[src/core/adc_ctl_pkg.sv]
// Shared constants and types of the converter sequence control block.
package adc_ctl_pkg;
  // Register byte offsets.
  localparam logic [11:0] OFF_INITIATE = 12'h028;
  localparam logic [11:0] OFF_AVG_CTL  = 12'h030;
  localparam logic [11:0] OFF_STATUS   = 12'h038;
  localparam logic [11:0] OFF_SEQ0_MUX = 12'h040;
  // Field layouts and values after reset.
  localparam logic [31:0] MUX_WR_MASK  = 32'h3333_3333;
  localparam logic [31:0] MUX_RESET    = 32'h0000_0000;
  localparam logic [2:0]  AVG_RESET    = 3'h0;
  localparam logic [3:0]  PEND_RESET   = 4'h0;
  localparam int          SLOT_PITCH   = 4;
  localparam int          ST_PEND_LSB  = 0;
  localparam int          ST_SEQ_LSB   = 4;
  localparam int          ST_STEP_LSB  = 8;
  localparam int          ST_BUSY_BIT  = 12;
  localparam logic [2:0]  STEP_MAX     = 3'h7;
  // Bus answers.
  localparam logic [1:0]  RESP_OKAY    = 2'b00;
  localparam logic [1:0]  RESP_DECERR  = 2'b11;
  // Run sequencing states, Gray coded along the loop.
  typedef enum logic [1:0] {
    ST_IDLE = 2'b00,
    ST_REQ  = 2'b01,
    ST_WAIT = 2'b11,
    ST_STEP = 2'b10
  } run_state_type;
endpackage : adc_ctl_pkg

[src/core/seq_priority_arbiter.sv]
// Picks the pending sequencer with the smallest priority value.
`timescale 1ns/10ps
`default_nettype none
module seq_priority_arbiter
  import adc_ctl_pkg::*;
#(
  parameter int NUM = 4
) (
  input  wire logic [NUM-1:0]   pending_i,
  input  wire logic [2*NUM-1:0] priority_i,
  output logic                  grant_valid_o,
  output logic [1:0]            grant_idx_o
);
  if (NUM != 4) begin : g_check
    $error("seq_priority_arbiter serves exactly four sequencers");
  end

  logic [1:0] best_prio;

  // Scan all sequencers; a smaller value wins, 0 is the most urgent.
  always_comb begin
    grant_valid_o = 1'b0;
    grant_idx_o   = 2'd0;
    best_prio     = 2'd3;
    for (int i = 0; i < NUM; i++) begin
      if (pending_i[i] && (!grant_valid_o || priority_i[2*i +: 2] < best_prio)) begin
        grant_valid_o = 1'b1;
        grant_idx_o   = 2'(i);
        best_prio     = priority_i[2*i +: 2];
      end
    end
  end
endmodule : seq_priority_arbiter
`default_nettype wire

[src/core/sample_averager.sv]
// Sums 2^N conversions and emits their mean as one result.
`timescale 1ns/10ps
`default_nettype none
module sample_averager
  import adc_ctl_pkg::*;
#(
  parameter int DATA_W  = 10,
  parameter int MAX_EXP = 6
) (
  input  wire logic              ref_clk_i,
  input  wire logic              arst_n_i,
  input  wire logic [2:0]        exp_i,
  input  wire logic              sample_valid_i,
  input  wire logic [DATA_W-1:0] sample_i,
  output logic                   group_last_o,
  output logic                   result_valid_o,
  output logic [DATA_W-1:0]      result_o
);
  localparam int ACC_W = DATA_W + MAX_EXP;
  if (MAX_EXP != 6 || DATA_W < 1) begin : g_check
    $error("sample_averager needs MAX_EXP of 6 and a positive width");
  end

  logic [MAX_EXP-1:0] cnt;
  logic [ACC_W-1:0]   acc;
  logic [ACC_W-1:0]   sum;
  logic [MAX_EXP-1:0] target;
  logic [MAX_EXP:0]   seen;

  // A setting of seven folds onto the largest group; its result is undefined anyway.
  assign target       = MAX_EXP'((32'd1 << exp_i) - 32'd1);
  assign group_last_o = (cnt == target);
  assign sum          = acc + {{MAX_EXP{1'b0}}, sample_i};

  // Accumulate the group, then divide by shifting and restart.
  always_ff @(posedge ref_clk_i or negedge arst_n_i) begin
    if (!arst_n_i) begin
      cnt            <= '0;
      acc            <= '0;
      result_valid_o <= 1'b0;
      result_o       <= '0;
    end else begin
      result_valid_o <= 1'b0;
      if (sample_valid_i) begin
        if (group_last_o) begin
          result_valid_o <= 1'b1;
          result_o       <= DATA_W'(sum >> exp_i);
          acc            <= '0;
          cnt            <= '0;
        end else begin
          acc <= sum;
          cnt <= cnt + 1'b1;
        end
      end
    end
  end

  // Conversions taken since the last result, kept apart from cnt so the group size is checked.
  always_ff @(posedge ref_clk_i or negedge arst_n_i) begin
    if (!arst_n_i) begin
      seen <= '0;
    end else if (result_valid_o) begin
      seen <= {{MAX_EXP{1'b0}}, sample_valid_i};
    end else if (sample_valid_i) begin
      seen <= seen + 1'b1;
    end
  end
endmodule : sample_averager
`default_nettype wire

[src/core/adc_sequence_trigger_avg.sv]
// Software initiate, averaging control and sequencer-0 input selection behind AXI4-Lite.
//
// Register access over AXI4-Lite was chosen for this implementation.
`timescale 1ns/10ps
`default_nettype none
// Operation
// - A one written to initiate bit n starts a sampling run on sequencer n.
// - An initiate aimed at a sequencer that is not enabled starts nothing.
// - One write may start any one or any combination of the four sequencers.
// - Sequencers started together run one after another by priority value.
// - The initiate register is write-only and its read value means nothing.
// - Each stored result is the mean of 2^N conversions, N being the 3-bit field.
// - With N at zero each conversion is stored as it is.
// - With N at six, 64 conversions make one result; six is the largest setting.
// - The input select register holds eight 2-bit slots at 4-bit pitch.
// - The averaging register resets to zero and its upper bits are read-only.
// - Sample step k of a sequencer-0 run uses input slot k.
// - A slot value selects the analog channel of the same number.
// - Each sequencer has a 2-bit priority, 0 highest and 3 lowest, all distinct.
module adc_sequence_trigger_avg
  import adc_ctl_pkg::*;
#(
  parameter int DATA_W = 10
) (
  input  wire logic              ref_clk_i,
  input  wire logic              arst_n_i,
  input  wire logic [11:0]       s_axi_awaddr,
  input  wire logic              s_axi_awvalid,
  output logic                   s_axi_awready,
  input  wire logic [31:0]       s_axi_wdata,
  input  wire logic [3:0]        s_axi_wstrb,
  input  wire logic              s_axi_wvalid,
  output logic                   s_axi_wready,
  output logic [1:0]             s_axi_bresp,
  output logic                   s_axi_bvalid,
  input  wire logic              s_axi_bready,
  input  wire logic [11:0]       s_axi_araddr,
  input  wire logic              s_axi_arvalid,
  output logic                   s_axi_arready,
  output logic [31:0]            s_axi_rdata,
  output logic [1:0]             s_axi_rresp,
  output logic                   s_axi_rvalid,
  input  wire logic              s_axi_rready,
  input  wire logic [3:0]        seq_enable_i,
  input  wire logic [7:0]        seq_priority_i,
  input  wire logic [11:0]       last_step_i,
  input  wire logic [1:0]        ext_channel_i,
  input  wire logic              conv_done_i,
  input  wire logic [DATA_W-1:0] conv_data_i,
  output logic                   conv_req_o,
  output logic [1:0]             conv_channel_o,
  output logic                   fifo_wr_o,
  output logic [DATA_W-1:0]      fifo_data_o,
  output logic [1:0]             fifo_seq_o,
  output logic [2:0]             fifo_step_o,
  output logic                   run_busy_o
);
  if (DATA_W < 1 || DATA_W > 26) begin : g_check
    $error("DATA_W must lie between 1 and 26");
  end

  logic [11:0]         aw_addr;
  logic                aw_held;
  logic [31:0]         w_data;
  logic [3:0]          w_strb;
  logic                w_held;
  logic                do_write;
  logic                wr_init;
  logic [3:0]          init_set;
  logic [2:0]          averaging_exponent;
  logic [31:0]         seq0_input_select;
  logic [3:0]          pending;
  logic [3:0]          pend_clr;
  logic                grant_valid;
  logic [1:0]          grant_idx;
  run_state_type       state;
  logic [1:0]          cur_seq;
  logic [2:0]          step;
  logic [2:0]          last_step;
  logic [1:0]          next_channel;
  logic                sample_valid;
  logic                group_last;
  logic                avg_valid;
  logic [DATA_W-1:0]   avg_result;
  logic [31:0]         rd_value;
  logic                rd_hit;
  logic [11:0]         rd_addr;

  // Write address and data are caught independently, in either order.
  always_ff @(posedge ref_clk_i or negedge arst_n_i) begin
    if (!arst_n_i) begin
      aw_held       <= 1'b0;
      aw_addr       <= '0;
      s_axi_awready <= 1'b1;
    end else if (s_axi_awvalid && s_axi_awready) begin
      aw_held       <= 1'b1;
      aw_addr       <= {s_axi_awaddr[11:2], 2'b00};
      s_axi_awready <= 1'b0;
    end else if (do_write) begin
      aw_held <= 1'b0;
    end else if (s_axi_bvalid && s_axi_bready) begin
      s_axi_awready <= 1'b1;
    end
  end

  // Write data channel holding register.
  always_ff @(posedge ref_clk_i or negedge arst_n_i) begin
    if (!arst_n_i) begin
      w_held       <= 1'b0;
      w_data       <= '0;
      w_strb       <= '0;
      s_axi_wready <= 1'b1;
    end else if (s_axi_wvalid && s_axi_wready) begin
      w_held       <= 1'b1;
      w_data       <= s_axi_wdata;
      w_strb       <= s_axi_wstrb;
      s_axi_wready <= 1'b0;
    end else if (do_write) begin
      w_held <= 1'b0;
    end else if (s_axi_bvalid && s_axi_bready) begin
      s_axi_wready <= 1'b1;
    end
  end

  assign do_write = aw_held && w_held && !s_axi_bvalid;
  assign wr_init  = do_write && aw_addr == OFF_INITIATE && w_strb[0];
  // Only enabled sequencers take the request; zeros pass nothing on.
  assign init_set = wr_init ? (w_data[3:0] & seq_enable_i) : 4'h0;

  // Write response, with a decode error for an address that maps nothing.
  always_ff @(posedge ref_clk_i or negedge arst_n_i) begin
    if (!arst_n_i) begin
      s_axi_bvalid <= 1'b0;
      s_axi_bresp  <= RESP_OKAY;
    end else if (do_write) begin
      s_axi_bvalid <= 1'b1;
      s_axi_bresp  <= (aw_addr == OFF_INITIATE || aw_addr == OFF_AVG_CTL
                       || aw_addr == OFF_STATUS || aw_addr == OFF_SEQ0_MUX)
                      ? RESP_OKAY : RESP_DECERR;
    end else if (s_axi_bready) begin
      s_axi_bvalid <= 1'b0;
    end
  end

  // Averaging exponent; the bits above it stay zero.
  always_ff @(posedge ref_clk_i or negedge arst_n_i) begin
    if (!arst_n_i) begin
      averaging_exponent <= AVG_RESET;
    end else if (do_write && aw_addr == OFF_AVG_CTL && w_strb[0]) begin
      averaging_exponent <= w_data[2:0];
    end
  end

  // Input slots of sequencer 0; reserved pairs between slots never store.
  always_ff @(posedge ref_clk_i or negedge arst_n_i) begin
    if (!arst_n_i) begin
      seq0_input_select <= MUX_RESET;
    end else if (do_write && aw_addr == OFF_SEQ0_MUX) begin
      for (int b = 0; b < 4; b++) begin
        if (w_strb[b]) begin
          seq0_input_select[8*b +: 8] <= w_data[8*b +: 8] & MUX_WR_MASK[8*b +: 8];
        end
      end
    end
  end

  // Pending runs; a new request wins over the grant that clears the same bit.
  always_ff @(posedge ref_clk_i or negedge arst_n_i) begin
    if (!arst_n_i) begin
      pending <= PEND_RESET;
    end else begin
      pending <= (pending & ~pend_clr) | init_set;
    end
  end

  assign pend_clr = (state == ST_IDLE && grant_valid) ? (4'h1 << grant_idx) : 4'h0;

  // Ordering of runs by programmed priority.
  seq_priority_arbiter #(
    .NUM (4)
  ) u_arbiter (
    .pending_i     (pending),
    .priority_i    (seq_priority_i),
    .grant_valid_o (grant_valid),
    .grant_idx_o   (grant_idx)
  );

  assign last_step    = last_step_i[3*cur_seq +: 3];
  // Sequencer 0 takes its channel from the slot of the current step.
  assign next_channel = (cur_seq == 2'd0)
                        ? seq0_input_select[SLOT_PITCH*step +: 2]
                        : ext_channel_i;
  assign sample_valid = state == ST_WAIT && conv_done_i && !conv_req_o;

  // Run sequencing: request, wait, repeat until the group closes, then step.
  always_ff @(posedge ref_clk_i or negedge arst_n_i) begin
    if (!arst_n_i) begin
      state   <= ST_IDLE;
      cur_seq <= 2'd0;
      step    <= 3'd0;
    end else begin
      unique case (state)
        ST_IDLE: begin
          if (grant_valid) begin
            cur_seq <= grant_idx;
            step    <= 3'd0;
            state   <= ST_REQ;
          end
        end
        ST_REQ: begin
          state <= ST_WAIT;
        end
        ST_WAIT: begin
          if (sample_valid) begin
            state <= group_last ? ST_STEP : ST_REQ;
          end
        end
        ST_STEP: begin
          if (step == last_step || step == STEP_MAX) begin
            state <= ST_IDLE;
          end else begin
            step  <= step + 3'd1;
            state <= ST_REQ;
          end
        end
      endcase
    end
  end

  // One conversion request per pass through the request state.
  always_ff @(posedge ref_clk_i or negedge arst_n_i) begin
    if (!arst_n_i) begin
      conv_req_o     <= 1'b0;
      conv_channel_o <= 2'd0;
    end else begin
      conv_req_o <= (state == ST_REQ);
      if (state == ST_REQ) begin
        conv_channel_o <= next_channel;
      end
    end
  end

  // Busy flag for the outside world; the status register reads its own state != ST_IDLE test.
  always_ff @(posedge ref_clk_i or negedge arst_n_i) begin
    if (!arst_n_i) begin
      run_busy_o <= 1'b0;
    end else begin
      run_busy_o <= (state != ST_IDLE) || grant_valid;
    end
  end

  // Hardware averaging of the conversions of one step.
  sample_averager #(
    .DATA_W  (DATA_W),
    .MAX_EXP (6)
  ) u_averager (
    .ref_clk_i      (ref_clk_i),
    .arst_n_i       (arst_n_i),
    .exp_i          (averaging_exponent),
    .sample_valid_i (sample_valid),
    .sample_i       (conv_data_i),
    .group_last_o   (group_last),
    .result_valid_o (avg_valid),
    .result_o       (avg_result)
  );

  // Each averaged result goes out as a single write toward the sequencer FIFO.
  always_ff @(posedge ref_clk_i or negedge arst_n_i) begin
    if (!arst_n_i) begin
      fifo_wr_o   <= 1'b0;
      fifo_data_o <= '0;
      fifo_seq_o  <= 2'd0;
      fifo_step_o <= 3'd0;
    end else begin
      fifo_wr_o <= avg_valid;
      if (avg_valid) begin
        fifo_data_o <= avg_result;
        fifo_seq_o  <= cur_seq;
        fifo_step_o <= step;
      end
    end
  end

  // Read decode; the initiate register reads as zero.
  always_comb begin
    rd_value = 32'h0;
    rd_hit   = 1'b1;
    unique case ({s_axi_araddr[11:2], 2'b00})
      OFF_INITIATE: rd_value = 32'h0;
      OFF_AVG_CTL:  rd_value = {29'h0, averaging_exponent};
      OFF_SEQ0_MUX: rd_value = seq0_input_select;
      OFF_STATUS: begin
        rd_value[ST_PEND_LSB +: 4] = pending;
        rd_value[ST_SEQ_LSB +: 2]  = cur_seq;
        rd_value[ST_STEP_LSB +: 3] = step;
        rd_value[ST_BUSY_BIT]      = state != ST_IDLE;
      end
      default: rd_hit = 1'b0;
    endcase
  end

  // Read channel, one read at a time.
  always_ff @(posedge ref_clk_i or negedge arst_n_i) begin
    if (!arst_n_i) begin
      s_axi_arready <= 1'b1;
      s_axi_rvalid  <= 1'b0;
      s_axi_rdata   <= '0;
      s_axi_rresp   <= RESP_OKAY;
      rd_addr       <= '0;
    end else if (s_axi_arvalid && s_axi_arready) begin
      s_axi_arready <= 1'b0;
      s_axi_rvalid  <= 1'b1;
      s_axi_rdata   <= rd_value;
      s_axi_rresp   <= rd_hit ? RESP_OKAY : RESP_DECERR;
      rd_addr       <= {s_axi_araddr[11:2], 2'b00};
    end else if (s_axi_rvalid && s_axi_rready) begin
      s_axi_rvalid  <= 1'b0;
      s_axi_arready <= 1'b1;
    end
  end

  logic prio_ok;

  // The granted sequencer must beat every other pending one.
  always_comb begin
    prio_ok = 1'b1;
    for (int j = 0; j < 4; j++) begin
      if (pending[j] && 2'(j) != grant_idx
          && seq_priority_i[2*j +: 2] <= seq_priority_i[2*grant_idx +: 2]) begin
        prio_ok = 1'b0;
      end
    end
  end
endmodule : adc_sequence_trigger_avg
`default_nettype wire

[config.mk]
export PLATFORM = sky130hd
export DESIGN_NAME = adc_sequence_trigger_avg
export DESIGN_NICKNAME = d
export VERILOG_FILES = /design/src/core/adc_ctl_pkg.sv /design/src/core/seq_priority_arbiter.sv /design/src/core/sample_averager.sv /design/src/core/adc_sequence_trigger_avg.sv
export SDC_FILE = /design/constraint.sdc
export NUM_CORES = 1
export LEC_CHECK = 0
export BUFFER_PORTS_ARGS = -buffer_cell sky130_fd_sc_hd__buf_2
export CAP_MARGIN = 20
export CORE_AREA = 2 2 155 157
export DETAILED_ROUTE_END_ITERATION = 6
export DIE_AREA = 0 0 157 159
export GPL_ROUTABILITY_DRIVEN = 1
export SLEW_MARGIN = 20
export SYNTH_ARGS = -nofsm -noshare
export SYNTH_HDL_FRONTEND = slang
export SYNTH_SLANG_ARGS = --single-unit
[constraint.sdc]
create_clock -name ref_clk_i -period 3.77 [get_ports ref_clk_i]
set_input_delay 0 -clock ref_clk_i [delete_from_list [all_inputs] [get_ports ref_clk_i]]
set_output_delay 0 -clock ref_clk_i [all_outputs]
set_load 0.01 [all_outputs]
# Word level (Yosys, flattened, before mapping)

Cells that the tools add are included.

Add/sub/neg operators: 4
Multiply operators: 1
Magnitude comparators: 3
Equal/unequal tests: 19
Shift operators: 5
Multiplexer cells: 45
Bitwise gates (word level): 4
Reduce and logical (&&, ||, !) cells: 52

Operator list:

| operator                                              | count |
|---|---|
| equality test 10 x 4 -> 1 bit (second input constant) | 6 |
| indexed part select 32 x 6 -> 2 bit                   | 1 |
| two-way mux 1 bit                                     | 22 |
| two-way mux 2 bit                                     | 11 |
| equality test 10 x 5 -> 1 bit (second input constant) | 2 |
| logical AND 1 bit                                     | 18 |
| case mux 6 bit (3 select lines)                       | 1 |
| AND reduction 2 bit                                   | 9 |
| two-way mux 17 bit                                    | 1 |
| adder 16 x 10 -> 16 bit                               | 1 |
| two-way mux 16 bit                                    | 1 |
| nonzero test 2 bit                                    | 8 |
| right shift 16 x 3 -> 10 bit                          | 1 |
| case mux 3 bit (2 select lines)                       | 2 |
| indexed part select 12 x 5 -> 3 bit                   | 1 |
| AND 4 bit                                             | 2 |
| logical OR 1 bit                                      | 8 |
| two-way mux 4 bit                                     | 2 |
| case mux 2 bit (4 select lines)                       | 1 |
| adder 6 x 1 -> 6 bit (second input constant)          | 1 |
| equality test 6 bit                                   | 1 |
| < comparator 2 bit                                    | 3 |
| two-way mux 3 bit                                     | 2 |
| two-way mux 6 bit                                     | 1 |
| 18 further kinds                                      | 27 |

Flip-flop bits (word level): 167
Output and inout bits: 61
Word-level logic and storage cells: 166

# Longest topological paths before layout

Gate-level depths: netlist (run 1).

Depth in word-level cells: 18
Gate-level depth with buffers: 15

# By module

A second synthesis (run 1) with hierarchy kept.

Cell total of the unflattened synthesis: 713
Area total of the unflattened synthesis: 7733.7 um^2

Modules (own cells, without submodules):

| module                   | times used | cells each | area an instance (um^2) |
|---|---|---|---|
| adc_sequence_trigger_avg | 1          | 376        | 4805.9 |
| sample_averager          | 1          | 306        | 2715.1 |
| seq_priority_arbiter     | 1          | 31         | 212.7 |

# Worst setup path after synthesis (run 1)

No wires, ideal clock.

Kind: flip-flop to flip-flop
Start point: register averaging_exponent[1]
End point: register u_averager.result_o[9]
Arrival: 2839 ps
Path slack: 795 ps
Cell stages (with the launch flop): 16
Buffers on the path: 3
Period minus slack after synthesis: 2975 ps
Path through: dfrtp_1 clkbuf_8 clkbuf_8 clkbuf_1 nor2_1 nand2_1 ha_1 or3_1 a21oi_1 o21ai_0 a211oi_2 nand2_4 clkinv_4 nand2_1 a311oi_1 nor3_1

Word-level cells in the longest chain between the ends: 4
Elaborated cells on any way between the ends: 5
Those cells by class: add/sub (1); eq/ne (1); shift (2); reduce/logical (1)

RTL lines:

| element                              | line                            | text |
|---|---|---|
| from (decl)                          | adc_sequence_trigger_avg.sv:70  | `logic [2:0] averaging_exponent;` |
| from (signal assigned)               | adc_sequence_trigger_avg.sv:150 | `averaging_exponent <= w_data[2:0];` |
| left shift 1 x 3 -> 6 bit            | sample_averager.sv:31           | `assign target = MAX_EXP'((32'd1 << exp_i) - 32'd1);` |
| subtractor 6 x 1 -> 6 bit            | sample_averager.sv:31           |  |
| equality test 6 bit                  | sample_averager.sv:32           | `assign group_last_o = (cnt == target);` |
| AND reduction 2 bit (no source line) | -                               |  |
| to (signal assigned)                 | sample_averager.sv:47           | `result_o <= DATA_W'(sum >> exp_i);` |
| to (decl)                            | sample_averager.sv:17           | `output logic [DATA_W-1:0] result_o` |

Parallel ways exist; a longest one is shown, timed or not.
A chain may end at the register's enable or synchronous reset.

# Final worst setup path (run 1)

Start point: register u_averager.acc[0]
End point: register u_averager.result_o[7]

Word-level cells in the longest chain between the ends: 2

RTL lines:

| element                      | line                  | text |
|---|---|---|
| from (decl)                  | sample_averager.sv:25 | `logic [ACC_W-1:0] acc;` |
| from (signal assigned)       | sample_averager.sv:51 | `acc <= sum;` |
| adder 16 x 10 -> 16 bit      | sample_averager.sv:33 | `assign sum = acc + {{MAX_EXP{1'b0}}, sample_i};` |
| right shift 16 x 3 -> 10 bit | sample_averager.sv:47 |  |

Every way passes these cells.

==> flow_summary.ini, run 1 <==
[synth]
yosysWarnings = 0
yosysUniqueCellTypes = 79
yosysTopAreaCell = dfrtp_1
synth-edff-count = 0
async_reset_ff_frac = 1.00
ys_seq_elements = 143
avgSynthCellArea_um2 = 10.4
ys.flop_type = dfrtp_1
synth_seq_area_share = 0.459
netlist_instances = 751
syn_area_um2 = 7800
synth.area.top_cells = dfrtp_1 (45%), mux2_2 (9.7%), nand2_1 (5.2%)
synth.top_cell.area_share = 0.449

[detailed_routing]
wirelength_um = 19600
drc_errors = 0
drt_iter0_drc = 309
drt_pre_antenna_iters = 5
drtAntennaViolNets = 0
via_per_inst = 4.90
detail_route.wl_per_cell_um = 15.5
num_vias = 6184

[critical_path]
cp-end-kind = register
cp_data_required_time_ps = 4130
crit_path_cell_trace = ha_1 > inv_1 > fa_1 > and2b_1 > o21ai_2 > a211oi_1 > o21ai_0 > a2111oi_0 > nand4_1 > nand3_1
crit_buf_inv = 1
ff2ff_path_depth = 10
rrSetupSlack_ps = 670
r2r-end = u_averager.result_o[7]
r2r-start = u_averager.acc[0]
startpoint_type = register
slowest_delay_ps = 710
crit_fanout = 5
crit_slowest_cell = a2111oi_0
cp_top_family = compound AO/OA/AOI/OAI gates
crit_type = reg2reg
critical_path_arrival_ps = 3460

[place]
dp_hpwl_um = 14100
place_congestion = 0.822
port_buffers = 133

[clocking]
path_clk_slew_ps = 60
clk_path_buf_depth = 2
tritoncts = done
cts_resized = 0
clkLatencyLatePin_ps = 430
cts.sinks = 143
cts_max_level = 4
cts_inserted_buffers = 17
cts_root_buf = clkbuf_16

[pwr]
power.density_nw_per_um2 = 615
max-vdd-ir-drop_mv = 0.262
leakage_nw = 4.44

[die]
core_area_um2 = 23200
die_w_um = 157
die-area_um2 = 25000
num_rows = 56
start_util = 0.336
die_h_um = 159
ios = 165

[sta]
rsz0062_at_grt = false
setup_tns_ps = 0
fin_worst_skew_ps = 7.55
finalMaxSlewViolations = 0
final-setup-viol-count = 0
hold_slack_ps = 72.2
timing.slew.headroom = 0.356
worst_pin_slew_ps = 964
achievable-frequency_mhz = 323
period_share = 0.822
post-route-min-period_ps = 3100
finalHoldViolations = 0

[final_layout]
layout.nets = 1048
n_fill_cell = 2281
layout_commonest_cell = dfrtp_1
mostFrequentLayoutCells = dfrtp_1 (140), buf_2 (132), nand2_1 (108)
multi_input_area_um2 = 3850
regArea_um2 = 3580
drive_gt1_frac = 0.301
area_growth_pct = 25.4

[flow_run]
max_cap_violations = 0

[min_path]
holdCritPathClass = in2reg
hold_start = s_axi_araddr[3]
whs_endpoint = s_axi_rdata[2]
hold-path-cell-count = 3

[global_routing]
grt_overflow = 0
antenna_found_initial = 2
grt_use_total = 0.162
grt_pass1_wl_um = 31800
grt_max_degree = 89
grt_pass1_vias = 5981

[run_status]
status = completed
cell type report:
class                           count  share of cell area
Sequential cell                   143               0.366
Clock buffer                       19              0.0453
Multi-Input combinational cell    546               0.394
Antenna cell                        2            0.000512
Inverter                           22             0.00896
Clock inverter                     13              0.0132
Timing Repair Buffer              197               0.131
Tap cell                          319              0.0408
power by group:
part	switching, mW	internal [mW]	total, mW	leakage [nW]
Combinational	1.05	0.965	2.02	2.33
Sequential	0.374	1.99	2.36	1.83
Clock	0.699	0.939	1.64	0.281
Total	2.12	3.89	6.01	4.44
sequential cells by signal (all words and copies together) (netlist names), 2 cells and up:
name and cells:
s_axi_rdata 19, fifo_data_o 10, aw_addr 10, pending 4
averaging_exponent 3, u_averager.cnt 6, conv_channel_o 2, seq0_input_select 16
cur_seq 2, fifo_step_o 3, step 3, w_strb 4
w_data 18, state 2, fifo_seq_o 2, u_averager.result_o 10
u_averager.acc 16
layer usage:
| metal | up-vias | share of wire | routed length, um | track usage |
|---|---|---|---|---|
| met3 | 25 | 0.044 | 868 | 0.0329 |
| met5 | - | 0 | 0 | 0 |
| met1 | 2986 | 0.48 | 9460 | 0.227 |
| met2 | 143 | 0.46 | 8920 | 0.248 |
| met4 | 0 | 0.017 | 323 | 0.0571 |
| li1 | 3030 | - | - | - |
kinds of logic after synthesis:
family,count (synthesis),share of synthesized area
buffers and inverters,74,0.0539
AO/OA/AOI/OAI,175,0.150
AND/OR/NAND/NOR,228,0.136
other,1,0.000481
XOR/XNOR,20,0.0225
adder cells (fa/ha/maj),18,0.0295
flip-flops,143,0.459
multiplexers,92,0.148
per-stage QoR:
step                power [mW]  area (um2)  std cells  utilization  setup WS (ps)
detailed placement        4.37        8670       1174        0.374            739
CTS                       6.08        9760       1258        0.421            722
finish                    6.01        9780       1261        0.422            673
global placement          4.32        8670       1174        0.374            802
global route              6.46        9780       1261        0.422            422
floorplan                 3.79        7840        763            -            795
worst max-delay path by stage:
stage | from | end | depth (start not counted)
after global placement | u_averager.acc[0] | u_averager.result_o[7] | 10
after CTS | u_averager.acc[0] | u_averager.result_o[7] | 10
after detailed placement | u_averager.acc[0] | u_averager.result_o[7] | 10
after global routing | u_averager.acc[0] | u_averager.result_o[8] | 10
after floorplan | averaging_exponent[1] | u_averager.result_o[9] | 15
final | u_averager.acc[0] | u_averager.result_o[7] | 10
tightest hold or removal path, stage by stage:
cell and delay, ps:
buf_2 160, mux2i_1 210, o31ai_1 80
synth_stat cells, types with 11 or more instances:
| cell type | number |
|---|---|
| a21oi_1 | 25 |
| buf_4 | 17 |
| clkbuf_1 | 18 |
| dfrtp_1 | 140 |
| ha_1 | 16 |
| inv_1 | 20 |
| mux2_2 | 67 |
| mux2i_1 | 13 |
| mux4_2 | 12 |
| nand2_1 | 109 |
| nor2_1 | 42 |
| nor3_1 | 12 |
| o21ai_0 | 76 |
| o31ai_1 | 11 |
| xnor2_1 | 14 |
repair_timing:
item | CTS | global route
setup buffers | 0 | 0
hold buffers | 52 | 0
endpoints found under the hold margin | 128 | 0
No activity file was read; power rests on OpenSTA's default activity.
==> run 2: changes to the inputs <==
==> constraint.sdc (replaced) <==
create_clock -name ref_clk_i -period 3.21 [get_ports ref_clk_i]
set_input_delay 0 -clock ref_clk_i [delete_from_list [all_inputs] [get_ports ref_clk_i]]
set_output_delay 0 -clock ref_clk_i [all_outputs]
set_load 0.01 [all_outputs]
==> run 2 against run 1 <==
Against the previous run: clock skew hardly changed; register-to-register slack worse by 420 ps; setup slack worse by 420 ps; clock power is 15% higher; flip-flop and latch count stayed put; sequential share of layout area is 0.075 points lower; largest cell class unchanged; highest routed layer unchanged.
==> flow_summary.ini, run 2 (same netlist as run 1, synthesis figures left out) <==
[run_status]
status = completed

[pwr]
max-vdd-ir-drop_mv = 0.304
power.total_mw = 7.05
power.density_nw_per_um2 = 719
leakage_nw = 4.45

[clocking]
clk_path_buf_depth = 2
hold_buffers = 53
path_clk_slew_ps = 70
post_cts_buffers = 0
cts_inserted_buffers = 17
tritoncts = done
cts_resized = 0
cts.sinks = 143
cts_root_buf = clkbuf_16
cts_max_level = 4
clkLatencyLatePin_ps = 430

[min_path]
hold_start = s_axi_araddr[3]
hold-path-cell-count = 3
holdCritPathClass = in2reg
whs_endpoint = s_axi_rdata[2]

[final_layout]
area_growth_pct = 25.6
drive_gt1_frac = 0.301
regArea_um2 = 3580
top_register = s_axi_rdata
n_fill_cell = 2273
reg.largest.list = s_axi_rdata (19), w_data (18)
layout.nets = 1050
finalNonFillerCells = 1264
final_util = 0.422
mostFrequentLayoutCells = dfrtp_1 (140), buf_2 (132), nand2_1 (108)
layout_commonest_cell = dfrtp_1
largest_reg_flops = 19
multi_input_area_um2 = 3850
fin_area_um2 = 9800

[die]
die-area_um2 = 25000
ios = 165
die_h_um = 159
die_w_um = 157
num_rows = 56
start_util = 0.336
core_area_um2 = 23200

[sta]
hold_slack_ps = 60.6
finalMaxSlewViolations = 0
rsz0062_at_grt = false
fin_worst_skew_ps = 7.46
worst_pin_slew_ps = 977
period_share = 0.920
timing.slew.headroom = 0.347
post-route-min-period_ps = 2950
worst_slack_ps = 257
finalHoldViolations = 0
final-setup-viol-count = 0
achievable-frequency_mhz = 339
setup_tns_ps = 0

[critical_path]
startpoint_type = register
rrSetupSlack_ps = 260
crit_fanout = 9
crit_type = reg2reg
cp_data_required_time_ps = 3550
critical_path_arrival_ps = 3290
ff2ff_path_depth = 9
r2r-start = u_averager.acc[9]
r2r-end = u_averager.result_o[6]
cp-end-kind = register

[global_routing]
antenna_found_initial = 3
grt_overflow = 0
grt_pass1_vias = 6195
grt_pass1_wl_um = 32100
grt_max_degree = 87
grt_use_total = 0.162

[detailed_routing]
drc_errors = 0
detail_route.wl_per_cell_um = 15.6
via_per_inst = 4.97
drtAntennaViolNets = 0
drt_pre_antenna_iters = 5
num_vias = 6278
drt_iter0_drc = 375
wirelength_um = 19800

[place]
placed_area_um2 = 8700
dp_hpwl_um = 14200
port_buffers = 133
dpl.cell_count = 1176
place_ws_ps = 298
place_congestion = 0.861

[flow_run]
max_cap_violations = 0
[run 2: cell count changes in the layout (fill, tap and decap cells not counted), sizes merged]
cell / previous run / this run
buf: 145 / 146
bufinv: 1 / 0
clkinv: 7 / 3
diode: 2 / 3
dlygate4sd3: 52 / 53
inv: 26 / 31
[run 2: critical path, stage by stage (launching register included)]
cell       delay (ps)
dfrtp_1           390
ha_1              410
and2_2            250
a22o_4            250
a32o_1            340
xnor2_1           190
a2111oi_0         580
buf_4             210
a2111oi_2          50
a211oi_2          210
[run 2: layout make-up]
class	count	share of cell area
repair buffers	199	0.134
inverters	22	0.00894
multi-input cells	546	0.393
clock buffers	19	0.0452
diodes	3	0.000766
clock inverters	13	0.0119
well taps	319	0.0407
flip-flops and latches	143	0.366
[run 2: layer usage]
layer / vias up / global-route usage / part of all wire
met5: - / 0 / 0
met4: 0 / 0.0559 / 0.013
met3: 23 / 0.0338 / 0.053
met2: 165 / 0.255 / 0.47
met1: 3049 / 0.223 / 0.47
li1: 3041 / - / -
[run 2: how the worst max path moves through the flow]
stage                                from                     end  slack, ps  cells past startpoint
floorplan           averaging_exponent[1]  u_averager.result_o[9]        240                     15
global placement        u_averager.acc[9]  u_averager.result_o[6]        360                      9
detailed placement             pending[0]              pending[0]        300                     11
CTS                            pending[0]              pending[0]        290                     11
global route                   pending[0]              pending[2]         40                     11
finish                  u_averager.acc[9]  u_averager.result_o[6]        260                      9
[run 2: where the power goes]
| part | switching (mW) | leakage [nW] | internal (mW) |
|---|---|---|---|
| registers | 0.442 | 1.83 | 2.33 |
| clock network | 0.850 | 0.276 | 1.04 |
| logic | 1.25 | 2.34 | 1.14 |
| total | 2.54 | 4.45 | 4.51 |
==> run 3: changes to the inputs <==
--- a/config.mk
+++ b/config.mk
@@ -7,11 +7,11 @@
 export LEC_CHECK = 0
 export BUFFER_PORTS_ARGS = -buffer_cell sky130_fd_sc_hd__buf_2
 export CAP_MARGIN = 20
-export CORE_AREA = 2 2 155 157
+export CORE_AREA = 2 2 127 191
 export DETAILED_ROUTE_END_ITERATION = 6
-export DIE_AREA = 0 0 157 159
+export DIE_AREA = 0 0 129 193
 export GPL_ROUTABILITY_DRIVEN = 1
-export SLEW_MARGIN = 20
+export SLEW_MARGIN = 10
 export SYNTH_ARGS = -nofsm -noshare
 export SYNTH_HDL_FRONTEND = slang
 export SYNTH_SLANG_ARGS = --single-unit
==> run 3 against run 2 <==
Against the previous run: critical path depth up 2; power rose by 3.9%; setup slack lost 14 ps; utilization about the same; highest routed layer is now met5; critical endpoint is now u_averager.result_o[8]; flip-flop and latch count unchanged.
==> flow_summary.ini, run 3 (same netlist as run 1, synthesis figures left out) <==
[run_status]
status = completed

[final_layout]
mostFrequentLayoutCells = dfrtp_1 (139), buf_2 (132), nand2_1 (109)
multi_input_area_um2 = 3850
layout_commonest_cell = dfrtp_1
drive_gt1_frac = 0.306
n_fill_cell = 2260
area_growth_pct = 26.8
largest_reg_flops = 19
final_util = 0.423
reg.largest.list = s_axi_rdata (19), w_data (18)
top_register = s_axi_rdata
regArea_um2 = 3580
layout.nets = 1052

[sta]
setup_tns_ps = 0
worst_pin_slew_ps = 954
final-setup-viol-count = 0
achievable-frequency_mhz = 337
post-route-min-period_ps = 2970
finalHoldViolations = 0
finalMaxSlewViolations = 0
fin_worst_skew_ps = 13.1
timing.slew.headroom = 0.362
period_share = 0.924
rsz0062_at_grt = false

[die]
die_h_um = 193
die-area_um2 = 24900
num_rows = 69
core_area_um2 = 23400
start_util = 0.333
ios = 165
die_w_um = 129

[min_path]
holdCritPathClass = in2reg

[detailed_routing]
wirelength_um = 20500
drtAntennaViolNets = 0
drt_pre_antenna_iters = 5
via_per_inst = 4.94
num_vias = 6240
drt_iter0_drc = 291
drc_errors = 0
detail_route.wl_per_cell_um = 16.2

[clocking]
clk_path_buf_depth = 2
post_cts_buffers = 0
cts.sinks = 143
cts_max_level = 4
tritoncts = done
cts_root_buf = clkbuf_16
cts_inserted_buffers = 17
path_clk_slew_ps = 60
clkLatencyLatePin_ps = 420

[critical_path]
startpoint_type = register
slowest_delay_ps = 550
crit_type = reg2reg
cp_data_required_time_ps = 3560
crit_fanout = 5
crit_slowest_cell = a2111oi_1
crit_path_cell_trace = ha_1 > inv_1 > fa_1 > and2b_1 > o21ai_2 > a211oi_1 > o21ai_0 > a2111oi_1 > buf_4 > a21oi_1 > o21ai_0
critical_path_arrival_ps = 3310
cp-end-kind = register
crit_top_cell = o21ai_0

[global_routing]
antenna_found_initial = 1
grt_overflow = 0
grt_max_degree = 80
grt_pass1_vias = 6237
grt_pass1_wl_um = 32700
grt_use_total = 0.169

[place]
port_buffers = 133
dp_hpwl_um = 15200
place_congestion = 0.823

[flow_run]
max_cap_violations = 0

[pwr]
max-vdd-ir-drop_mv = 0.554
power.density_nw_per_um2 = 740
leakage_nw = 4.49
[run 3: changes by cell type in the layout (fill, tap and decap cells not counted), sizes merged]
cell	delta
dlygate4sd3	-2
inv	-5
buf	+4
bufinv	+2
diode	-2
clkbuf	+1
clkinvlp	+2
[run 3: critical path, delay by kind of cell (launching register included)]
family | cells | cell delay [ps]
flip-flops | 1 | 340
buffers and inverters | 2 | 270
AND/OR/NAND/NOR | 1 | 260
AO/OA/AOI/OAI | 6 | 1440
adder cells (fa/ha/maj) | 2 | 570
[run 3: path summary, 6_finish.rpt]
check	start	to	slack (ps)	cells after the start
hold reg to reg	s_axi_rdata[16]	s_axi_rdata[16]	470	2
hold / removal	s_axi_araddr[4]	s_axi_rdata[2]	30	3
setup / recovery	u_averager.acc[0]	u_averager.result_o[8]	240	11
min in group asynchronous	arst_n_i	w_data[16]	140	2
max in group asynchronous	arst_n_i	s_axi_awready	2200	3
setup reg to reg	u_averager.acc[0]	u_averager.result_o[8]	240	11
[run 3: what timing repair did]
action,in CTS,in global routing
endpoints found under the hold margin,108,0
endpoints found under the setup margin,0,5
gates resized for setup,0,2
hold buffers,51,0
[run 3: final cells by class]
cell class              count  share of cell area
repair buffers            201               0.137
clock buffers              20              0.0472
clock inverters            12              0.0151
flip-flops and latches    143               0.362
well taps                 319              0.0403
multi-input cells         546               0.389
inverters                  22             0.00885
diodes                      1            0.000253
[run 3: routing by layer]
metal	vias to the layer above	GRT usage	part of all wire
met5	-	0	0.00063
met4	2	0.0861	0.041
met3	45	0.0411	0.045
met2	153	0.302	0.54
met1	3011	0.186	0.37
li1	3029	-	-
[run 3: stage by stage]
| step | power, mW | hold WS, ps | instances | instance area (um2) | worst slack [ps] |
|---|---|---|---|---|---|
| 3_5_place_dp | 5.29 | 41.5 | 1179 | 8730 | 90.4 |
| 4_1_cts | 7.41 | 26.3 | 1262 | 9860 | 67.1 |
| 6_report | 7.32 | 28.4 | 1264 | 9890 | 243 |
| 5_1_grt | 7.82 | 59.5 | 1263 | 9890 | 23.1 |
| 3_3_place_gp | 5.23 | 43.2 | 1179 | 8730 | 84.3 |
| 2_1_floorplan | 4.45 | -296 | 763 | 7840 | 235 |
[run 3: where the power goes]
part	internal, mW	switching, mW	total [mW]	leakage, nW
clock network	1.23	0.820	2.05	0.294
registers	2.33	0.453	2.79	1.83
logic	1.19	1.30	2.49	2.37
